`src/wdt_pkg.sv`:
```
// Purpose: Constants for the I/O port watchdog timer.
// Assumes: 200 MHz system clock; I/O write strobe synchronous to clk_sys.
// Notes: Rules of the block follow, one per line.
// Operation
// RL1: After reset the watchdog is disabled and does not count.
// RL2: Indicator LED blinks while counting, stays off when disabled.
// RL3: Each trigger write clears the counter, which restarts at once.
// RL4: Reaching the period gives a reset pulse or interrupt request by mode.
// RL5: Timeout unit is about six seconds, period spans half a unit to seven units.
// RL6: Factors 80h..87h select reset with periods 3,6,12..42 seconds.
// RL7: Factors c0h..c7h select interrupt with periods 3,6,12..42 seconds.
// RL8: Register decodes at 214h or at a switch-selected alternate base.
// RL9: Software rewrites the factor within every period to avoid timeout.
// RL10: A different factor takes effect at once as new period and mode.
// RL11: Writing 00h disables, stops counting and suppresses timeout action.
// RL12: Interrupt mode may raise the request at the moment of enabling.
// RL13: Software enables first, then sets vector, unmasks and serves interrupt.
// RL14: Bit 7 enables, bit 6 selects interrupt, bits 2..0 give period index.
// RL15: Timeout is a one-cycle event; counting restarts unless disabled.
`default_nettype none
package wdt_pkg;
    localparam logic [15:0] watchdog_factor_addr = 16'h0214;
    localparam logic [15:0] alt_base_addr_default = 16'h0218;
    localparam int factor_enable_bit = 7;
    localparam int factor_irq_bit = 6;
    localparam int factor_index_lsb = 0;
    localparam int factor_index_width = 3;
    localparam logic [7:0] factor_reset_value = 8'h00;
    localparam logic [7:0] factor_disable_value = 8'h00;
    localparam longint clk_hz = 200000000;
    // Half unit in milliseconds: 3000 ms
    localparam longint half_unit_ms = 3000;
    localparam longint half_unit_cycles = (clk_hz / 1000) * half_unit_ms;
    // Blink half period in milliseconds
    localparam longint blink_ms = 250;
    localparam longint blink_cycles = (clk_hz / 1000) * blink_ms;
    localparam int reset_pulse_cycles = 16;
    typedef enum logic [1:0] {
        wd_off = 2'b00,
        wd_run_reset = 2'b01,
        wd_run_irq = 2'b10
    } wd_state_t;
endpackage
`default_nettype wire

```
`src/wdt_tick.sv`:
```
// Purpose: Free tick generator, one pulse every period_cycles clocks while run.
// Assumes: clear restarts the count from zero.
// Notes: Used for the half-unit base tick and the LED blink tick.
`default_nettype none
module wdt_tick #(
    parameter int width = 32,
    parameter longint period_cycles = 100
) (
    // Clock and reset
    input wire logic clk_sys,
    input wire logic reset,
    // Control
    input wire logic run,
    input wire logic clear,
    // Tick out
    output logic tick
);
    logic [width-1:0] cnt_q;
    localparam logic [width-1:0] last = width'(period_cycles - 1);
    // Refuse periods the counter cannot hold
    if (period_cycles < 1 || period_cycles > (longint'(1) << width))
        $error("wdt_tick period out of range");
    // Count cycles and emit one tick per period
    always_ff @(posedge clk_sys or posedge reset)
    begin
        if (reset)
        begin
            cnt_q <= '0;
            tick <= 1'b0;
        end
        else if (clear || !run)
        begin
            cnt_q <= '0;
            tick <= 1'b0;
        end
        else if (cnt_q == last)
        begin
            cnt_q <= '0;
            tick <= 1'b1;
        end
        else
        begin
            cnt_q <= cnt_q + 1'b1;
            tick <= 1'b0;
        end
    end
endmodule
`default_nettype wire

```
`src/wdt_pulse.sv`:
```
// Purpose: Stretches a one-cycle trigger into a fixed-length output pulse.
// Assumes: Trigger during a pulse restarts its length.
// Notes: Drives the system reset request.
`default_nettype none
module wdt_pulse #(
    parameter int length = 16
) (
    // Clock and reset
    input wire logic clk_sys,
    input wire logic reset,
    // Trigger and pulse
    input wire logic fire,
    output logic pulse
);
    logic [7:0] left_q;
    // Refuse lengths the down counter cannot hold
    if (length < 1 || length > 255)
        $error("wdt_pulse length out of range");
    // Load on fire, count down, pulse while nonzero
    always_ff @(posedge clk_sys or posedge reset)
    begin
        if (reset)
        begin
            left_q <= 8'h00;
            pulse <= 1'b0;
        end
        else if (fire)
        begin
            left_q <= 8'(length - 1);
            pulse <= 1'b1;
        end
        else if (left_q != 8'h00)
        begin
            left_q <= left_q - 8'h01;
            pulse <= 1'b1;
        end
        else
        begin
            pulse <= 1'b0;
        end
    end
endmodule
`default_nettype wire

```
`src/io_port_watchdog_timer.sv`:
```
// Purpose: Watchdog timer written through one write-only byte port in I/O space.
// Assumes: io_write is a one-cycle strobe synchronous to clk_sys with addr and data.
// Notes: Timeout in interrupt mode holds the request until disable or rewrite.
`default_nettype none
module io_port_watchdog_timer
    import wdt_pkg::*;
#(
    parameter logic [15:0] alt_base_addr = alt_base_addr_default,
    parameter longint half_unit_count = half_unit_cycles,
    parameter longint blink_count = blink_cycles,
    parameter int pulse_len = reset_pulse_cycles
) (
    // Clock and reset
    input wire logic clk_sys,
    input wire logic reset,
    // I/O write port
    input wire logic io_write,
    input wire logic [15:0] io_addr,
    input wire logic [7:0] io_wdata,
    // Base port select
    input wire logic port_select_switch,
    // Timeout actions and indicator
    output logic system_reset_pulse,
    output logic watchdog_interrupt_request,
    output logic led_blink
);
    wd_state_t state_q;
    logic [factor_index_width-1:0] index_q;
    logic [3:0] halves_q;
    logic [3:0] halves_limit;
    logic hit;
    logic trigger;
    logic half_tick;
    logic blink_tick;
    logic timeout;
    logic reset_fire;
    logic pulse_out;
    logic led_q;
    logic irq_q;
    logic counting;
    logic [15:0] decode_addr;
    logic [factor_index_width-1:0] wr_index;

    // Refuse counts the time bases cannot serve and a clash of the two bases
    if (pulse_len < 1 || half_unit_count < 1 || blink_count < 1
        || alt_base_addr == watchdog_factor_addr)
        $error("io_port_watchdog_timer parameters out of range");

    // Address decode, primary or alternate base
    always_comb
    begin
        if (port_select_switch)
            decode_addr = alt_base_addr; // RL8
        else
            decode_addr = watchdog_factor_addr; // RL8
    end

    assign hit = io_write && (io_addr == decode_addr); // RL8
    assign trigger = hit && io_wdata[factor_enable_bit]; // RL3
    assign wr_index = io_wdata[factor_index_lsb +: factor_index_width]; // RL14
    assign counting = (state_q != wd_off);

    // Factor register: enable, mode and period index
    always_ff @(posedge clk_sys or posedge reset)
    begin
        if (reset)
        begin
            state_q <= wd_off; // RL1
            index_q <= '0;
        end
        else if (hit)
        begin
            index_q <= wr_index; // RL10
            if (!io_wdata[factor_enable_bit])
                state_q <= wd_off; // RL11
            else if (io_wdata[factor_irq_bit])
                state_q <= wd_run_irq; // RL7
            else
                state_q <= wd_run_reset; // RL6
        end
    end

    // Period in half units: index 0 is one half, else two per unit
    always_comb
    begin
        if (index_q == '0)
            halves_limit = 4'd1; // RL5
        else
            halves_limit = {index_q, 1'b0}; // RL5
    end

    // Half-unit time base, restarted by each trigger
    wdt_tick #(
        .width(32),
        .period_cycles(half_unit_count)
    ) u_half (
        .clk_sys(clk_sys),
        .reset(reset),
        .run(counting),
        .clear(trigger), // RL3
        .tick(half_tick)
    );

    // Count half units toward the programmed period
    always_ff @(posedge clk_sys or posedge reset)
    begin
        if (reset)
        begin
            halves_q <= 4'd0;
        end
        else if (trigger || !counting)
        begin
            halves_q <= 4'd0; // RL3
        end
        else if (half_tick)
        begin
            if (halves_q + 4'd1 >= halves_limit)
                halves_q <= 4'd0; // RL15
            else
                halves_q <= halves_q + 4'd1;
        end
    end

    // A port write in the same cycle wins: retrigger restarts, disable suppresses
    assign timeout = counting && !hit && half_tick
        && (halves_q + 4'd1 >= halves_limit); // RL4 RL11
    assign reset_fire = timeout && (state_q == wd_run_reset); // RL15

    // Reset pulse stretcher
    wdt_pulse #(
        .length(pulse_len)
    ) u_pulse (
        .clk_sys(clk_sys),
        .reset(reset),
        .fire(reset_fire), // RL4
        .pulse(pulse_out)
    );

    // Reset output registered; a started pulse runs to full length, no runt
    always_ff @(posedge clk_sys or posedge reset)
    begin
        if (reset)
            system_reset_pulse <= 1'b0;
        else
            system_reset_pulse <= pulse_out; // RL4
    end

    // Interrupt request: set on timeout or enable in irq mode, cleared by rewrite
    always_ff @(posedge clk_sys or posedge reset)
    begin
        if (reset)
            irq_q <= 1'b0;
        else if (timeout && state_q == wd_run_irq)
            irq_q <= 1'b1; // RL4
        else if (hit && io_wdata[factor_enable_bit] && io_wdata[factor_irq_bit]
                 && state_q != wd_run_irq)
            irq_q <= 1'b1; // RL12
        else if (hit)
            irq_q <= 1'b0; // RL11
    end

    always_ff @(posedge clk_sys or posedge reset)
    begin
        if (reset)
            watchdog_interrupt_request <= 1'b0;
        else
            watchdog_interrupt_request <= irq_q;
    end

    // Blink time base for the indicator
    wdt_tick #(
        .width(32),
        .period_cycles(blink_count)
    ) u_blink (
        .clk_sys(clk_sys),
        .reset(reset),
        .run(counting),
        .clear(1'b0),
        .tick(blink_tick)
    );

    // LED toggles while counting, off when disabled
    always_ff @(posedge clk_sys or posedge reset)
    begin
        if (reset)
            led_q <= 1'b0;
        else if (!counting)
            led_q <= 1'b0; // RL2
        else if (blink_tick)
            led_q <= ~led_q; // RL2
    end

    always_ff @(posedge clk_sys or posedge reset)
    begin
        if (reset)
            led_blink <= 1'b0;
        else
            led_blink <= led_q;
    end
endmodule
`default_nettype wire

```
`config.mk`:
```
export PLATFORM = sky130hd
export DESIGN_NAME = io_port_watchdog_timer
export DESIGN_NICKNAME = d
export VERILOG_FILES = /design/src/wdt_pkg.sv /design/src/wdt_tick.sv /design/src/wdt_pulse.sv /design/src/io_port_watchdog_timer.sv
export SDC_FILE = /design/constraint.sdc
export NUM_CORES = 1
export LEC_CHECK = 0
export ABC_AREA = 1
export BUFFER_PORTS_ARGS = -buffer_cell sky130_fd_sc_hd__buf_4
export CORE_MARGIN = 1
export CORE_UTILIZATION = 45
export CTS_CLUSTER_SIZE = 16
export DETAILED_ROUTE_END_ITERATION = 8
export SLEW_MARGIN = 20
export SYNTH_ARGS = -nofsm -noshare
export SYNTH_HDL_FRONTEND = slang
export SYNTH_SLANG_ARGS = --single-unit
export TNS_END_PERCENT = 30
```
`constraint.sdc`:
```
create_clock -name clk_sys -period 2.7 [get_ports clk_sys]
set_input_delay 0.405 -clock clk_sys [delete_from_list [all_inputs] [get_ports clk_sys]]
set_output_delay 0.405 -clock clk_sys [all_outputs]
set_load 0.01 [all_outputs]
```
## Word-level counts from Yosys, hierarchy flattened

Index checks and enable logic that the tools add are counted.
Widths: inputs -> output; s select.

| word-level totals | value |
|---|---|
| bits of input ports | 28 |
| flip-flop bits (word level) | 89 |
| logic and storage cells | 69 |
| output and inout port bits | 3 |

| cells by class | value |
|---|---|
| reduce and logical (&&, ||, !) cells | 18 |
| order comparisons | 1 |
| bitwise gates (word level) | 1 |
| equal/unequal tests | 7 |
| add/sub/neg operators | 4 |
| muxes and demuxes | 24 |

Operator list:

| cell | number |
|---|---|
| $mux 32 | 4 |
| $add 32x1->32 const B | 2 |
| $eq 32x26->1 const B | 1 |
| $eq 32x30->1 const B | 1 |
| $mux 4 | 5 |
| $eq 16x16->1 | 1 |
| $mux 8 | 2 |
| $mux 1 | 11 |
| $logic_and 1x1->1 | 9 |
| $reduce_bool 8->1 | 1 |
| $sub 8x1->8 const B | 1 |
| $reduce_bool 2->1 | 3 |
| $add 4x1->4 const B | 1 |
| $ge 4x4->1 | 1 |
| $mux 2 | 2 |
| $logic_not 3->1 | 1 |
| $reduce_bool 3->1 | 1 |
| $eq 2x1->1 const B | 1 |
| $eq 2x2->1 const B | 1 |
| $logic_not 1->1 | 2 |
| $ne 2x1->1 const B | 1 |
| $ne 2x2->1 const B | 1 |
| $logic_or 1x1->1 | 1 |
| $not 1->1 | 1 |

## Depth between registers and ports, before layout

| logic depth | value |
|---|---|
| depth in word-level cells | 9 |
| gate-level depth with buffers | 11 |
| gate-level depth less buffers | 11 |

## By module

From an unflattened synthesis, not the netlist that was laid out.

| unflattened totals | value |
|---|---|
| cell total of the unflattened synthesis | 766 |
| area total of the unflattened synthesis | 5556.6 um^2 |

By module, submodules not included:

| module | cells an instance | seq. area each (um^2) | instances | area each (um^2) |
|---|---|---|---|---|
| wdt_tick at u_blink | 293 | 825.8 | 1 | 2107.0 |
| wdt_tick at u_half | 286 | 825.8 | 1 | 1995.7 |
| io_port_watchdog_timer | 123 | 350.3 | 1 | 945.9 |
| wdt_pulse | 64 | 225.2 | 1 | 508.0 |

## Worst setup path after synthesis

Ideal clock, no wire load.

| path | value |
|---|---|
| path type | register to register |
| start point | register halves_q[0] |
| end point | register u_pulse.left_q[6] |
| clock period less this slack | 1.839 ns |
| path slack | 0.861 ns |
| setup time | 0.120 ns |
| path buffers | 0 |
| data arrival time | 1.719 ns |
| data required time | 2.580 ns |
| stages on the path, launching flop included | 11 |
| cell sequence | dfrtp_1 ha_1 xor2_1 ha_1 nand2_1 inv_1 nand3_1 nand3_1 nand4_1 o21ai_0 inv_1 |

| on the way | value |
|---|---|
| cells in the longest elaborated chain, start to end | 5 |
| elaborated cells between the ends (all ways) | 6 |
| those cells by class | add/sub: 1; order compare: 1; mux: 1; reduce/logical: 3 |

RTL lines:

| element | RTL line | RTL |
|---|---|---|
| start, declared | io_port_watchdog_timer.sv:29 | `logic [3:0] halves_q;` |
| start signal, assigned | io_port_watchdog_timer.sv:120 | `halves_q <= halves_q + 4'd1;` |
| $add 4x1->4 (*) | io_port_watchdog_timer.sv:126 | `&& (halves_q + 4'd1 >= halves_limit);` |
| $ge 4x4->1 (*) | io_port_watchdog_timer.sv:126 |  |
| $logic_and 1x1->1 (*) | io_port_watchdog_timer.sv:126 |  |
| $logic_and 1x1->1 (*) | io_port_watchdog_timer.sv:127 | `assign reset_fire = timeout && (state_q == wd_run_reset);` |
| $mux 8 / $reduce_bool 2->1 (equally long branches) | -- |  |
| end signal, assigned | wdt_pulse.sv:29 | `left_q <= 8'(length - 1);` |
| end signal, assigned | wdt_pulse.sv:34 | `left_q <= left_q - 8'h01;` |
| end, declared | wdt_pulse.sv:15 | `logic [7:0] left_q;` |

Every way passes the cells marked *; elsewhere a longest branch is shown, timed or not.
A chain may end at the register's enable or synchronous reset.

## Final worst setup path

Ends and elaborated chain as after synthesis.

==> run summary <==
The via count of the first global-routing pass came out at 4784. In this run the number of H-tree levels came out at 3. The tools report the total nets after synthesis as 818. Routability-driven placement finished with a final weighted congestion of 0.926.

The number of warnings reported in the yosys synthesis log is 0. TritonCTS built the clock tree. Along the worst path, the maximum fanout reaches 9. Average wire per standard cell: 13.1 um.

The run gives 0 as the number of buffers inserted by hold repair at cts. Highest clock frequency the design can meet: 459 MHz. TritonCTS created 9 clock buffers. Traced cell by cell, the critical path runs through ha_1 > xor2_1 > ha_1 > nand2_1 > inv_1 > nand3_1 > nand3_1 > nand4_1 > o21ai_0 > inv_1.

Predominant post-synthesis flop cell: sky130_fd_sc_hd__dfrtp_1. Class of the most critical hold timing path: input pin to asynchronous set/reset pin. Counting flops and latches in the post-synthesis netlist gives 89.

Total die area: 12300 um2. The final HPWL from detailed placement came out at 9660 um. The number of max-cap violations came out at 0. The detail route stage leaves a number of antenna-violating nets equal to 0.

The total clock sinks is 89, and the number of top-level pins is 31. The tools report the hold violation count in the final report as 0. The tools report the worst flop-to-flop path startpoint as halves_q[0].

Setup repair after global routing left no endpoint under its margin. Average instance area after synthesis: 6.85 um2. The DRC violation count after routing was 11; the number of port buffers was 27.

For this design the static power due to leakage is 2.58 nW. The routed design could run at a clock period as short as 2.18 ns. The final setup violation count is 0, and the final non-filler cell total is 965. Counting flops with a built-in enable in the synthesized netlist gives 0. The run gives 0.416 as the fraction of the yosys area taken by sequential cells. Endpoint of the most critical register-to-register path: u_pulse.left_q[6]. The tools report the overall fraction of global-route tracks in use as 0.226. The worst setup path is captured at a flop. The post-placement cell count is 949. Counting distinct cell types in the post-synthesis netlist gives 29.

The layout has 1152 filler cells. Entering global routing, the biggest net connects 43 pins. The slowest stage of the critical path is the sky130_fd_sc_hd__dfrtp_1 cell. Counting both buffers and inverters, the worst setup path holds a total of 2. The maximum buffer depth of the clock tree was 2. For the worst-skew pair, the clock arrives at the later sink with an insertion delay of 0.36 ns. Once the clock tree was built, the resizer swapped 0 gates to a different size. Using the TritonRoute via totals, the vias-per-cell ratio works out to 5.08. The tools report the initial antenna violation count as 0. The largest incremental delay on the critical path is 0.43 ns, and the required time at the endpoint of the critical path is 2.94 ns. The overall die height was 111 um; the number of nets at the end of the flow was 853. The tools report the count of final max-slew check failures as 0. Broken down by cell family, the worst path's largest delay share belongs to simple AND/OR/NAND/NOR gates. The flow ran to the end, but the final reports show violations. For the pin with the worst max-slew slack, the measured transition is 0.768 ns. Summed over all failing endpoints, the final setup total negative slack is 0 ns. The first routing iteration left 248 violations. The core box area is 11500 um2. The width of the die was 111 um; the worst-case register-to-register setup slack was 0.52 ns. The area of the multi-input gates came out at 2730 um2. The cell sitting at the root of the clock tree is a sky130_fd_sc_hd__clkbuf_16. Measured in cells, the most critical reg-to-reg path has a length of 10. The final reports fail on design-rule violations. The tools report the post-synth design cell area as 5360 um2.

The proportion of layout cells with a drive suffix above 1 was 0.0839. The first-pass GRT wire length is 22000 um, and the clock-pin slew of the registers on the worst-case setup and hold paths is 0.06 ns. The row count was 39; the largest voltage drop on the vdd net was 0.280 mV. In the layout the commonest cells are sky130_fd_sc_hd__nand2_1, sky130_fd_sc_hd__nor2_1, sky130_fd_sc_hd__dfrtp_1, sky130_fd_sc_hd__inv_1, sky130_fd_sc_hd__nand3_1. Global routing finished with a remaining overflow of 0. The async set or reset register ratio after synthesis is 1.00, and the register area is 2230 um2. On the final layout, the worst clock skew is 0.00808 ns. The logs give 2.42 ns for the data arrival time at the worst-slack endpoint and 0.465 for the starting density of the core.

In this run the power density over the cells is 448 nW/um2. The tools report the iteration count of the initial detailed-routing pass as 7. Leaving out fill and tap cells, the most frequent cell in the layout is sky130_fd_sc_hd__nand2_1. The count of mapped cells out of synthesis is 782. The post-route fraction of the period consumed by the critical path was 0.808. The routed design has 12700 um of wire.

The number of setup buffers added after CTS is 0, and the synthesis-to-layout area growth is 12.6%. The startpoint class of the critical path was a flop. For this block, the via count after detailed routing is 4900.

For the antenna cell count, the log shows 0. The setup path with the least slack is of type flop to flop. The run gives 0.487 as the headroom to the max-slew limit.
==> kinds of logic after synthesis <==
group	count (synthesis)	synth area share
XOR/XNOR	28	0.0458
AND/OR/NAND/NOR	539	0.424
flip-flops	89	0.416
buffers and inverters	98	0.0750
adder cells (fa/ha/maj)	8	0.0187
AO/OA/AOI/OAI	20	0.0210
==> routing by layer <==
layer  vias up  part of all wire  global-route usage
met4         0             0.024               0.106
met5         -                 0                   0
met3        21             0.037              0.0306
li1       2514                 -                   -
met1      2257              0.44               0.268
met2       108              0.50               0.403
==> how the worst max path moves through the flow <==
stage / from / to / slack (ns) / cells past startpoint
floorplan: halves_q[0] / u_pulse.left_q[6] / 0.86 / 10
global placement: halves_q[0] / u_pulse.left_q[6] / 0.57 / 10
detailed placement: halves_q[0] / u_pulse.left_q[6] / 0.49 / 10
CTS: halves_q[0] / u_pulse.left_q[6] / 0.48 / 10
global route: halves_q[0] / u_pulse.left_q[6] / 0.32 / 10
finish: halves_q[0] / u_pulse.left_q[6] / 0.52 / 10
==> cells in the mapped netlist (4+ instances only) <==
library cell	instances	area share
sky130_fd_sc_hd__buf_6	4	0.0084
sky130_fd_sc_hd__nand4_1	22	0.026
sky130_fd_sc_hd__nor2_1	195	0.14
sky130_fd_sc_hd__nor2_4	4	0.0084
sky130_fd_sc_hd__dfrtp_1	89	0.42
sky130_fd_sc_hd__ha_1	8	0.019
sky130_fd_sc_hd__nand3_1	60	0.056
sky130_fd_sc_hd__xnor2_1	13	0.021
sky130_fd_sc_hd__xor2_1	15	0.025
sky130_fd_sc_hd__o21ai_0	9	0.0084
sky130_fd_sc_hd__nor3_1	16	0.015
sky130_fd_sc_hd__inv_1	87	0.061
sky130_fd_sc_hd__nand2_1	226	0.16
sky130_fd_sc_hd__a21oi_1	6	0.0056
==> final cells by class <==
class                           instances  area share
Inverter                               90      0.0567
Clock buffer                            9      0.0374
Multi-Input combinational cell        595       0.452
Tap cell                              143      0.0297
Clock inverter                          7      0.0127
Timing Repair Buffer                   32      0.0419
Sequential cell                        89       0.369
==> power breakdown <==
| group | total, mW | switching, mW | internal (mW) |
|---|---|---|---|
| Clock | 1.30 | 0.571 | 0.727 |
| Combinational | 0.0674 | 0.0374 | 0.0300 |
| Sequential | 1.33 | 0.0000319 | 1.33 |
==> metrics by stage <==
stage,power (mW),util,hold slack [ns],worst slack [ns],area [um2]
2_1_floorplan,1.39,-,0.331,0.861,5360
3_3_place_gp,1.43,0.497,0.345,0.570,5730
3_5_place_dp,1.43,0.497,0.337,0.495,5730
4_1_cts,2.74,0.524,0.201,0.485,6030
5_1_grt,2.80,0.524,0.240,0.321,6030
6_report,2.70,0.524,0.186,0.520,6030
==> worst reg2reg max path: stages (launching register included) <==
cell	delay, ns
sky130_fd_sc_hd__dfrtp_1	0.43
sky130_fd_sc_hd__ha_1	0.24
sky130_fd_sc_hd__xor2_1	0.16
sky130_fd_sc_hd__ha_1	0.28
sky130_fd_sc_hd__nand2_1	0.05
sky130_fd_sc_hd__inv_1	0.06
sky130_fd_sc_hd__nand3_1	0.06
sky130_fd_sc_hd__nand3_1	0.17
sky130_fd_sc_hd__nand4_1	0.37
sky130_fd_sc_hd__o21ai_0	0.20
sky130_fd_sc_hd__inv_1	0.05
==> registers in the layout, summed over array words and instances, names as in the netlist <==
signal and flops:
u_blink.tick 1, u_pulse.left_q 8, system_reset_pulse 1, led_blink 1, u_half.tick 1, led_q 1, watchdog_interrupt_request 1, u_blink.cnt_q 32
u_pulse.pulse 1, index_q 3, halves_q 4, state_q 2, u_half.cnt_q 32, irq_q 1
(Power assumes the default switching activity.)
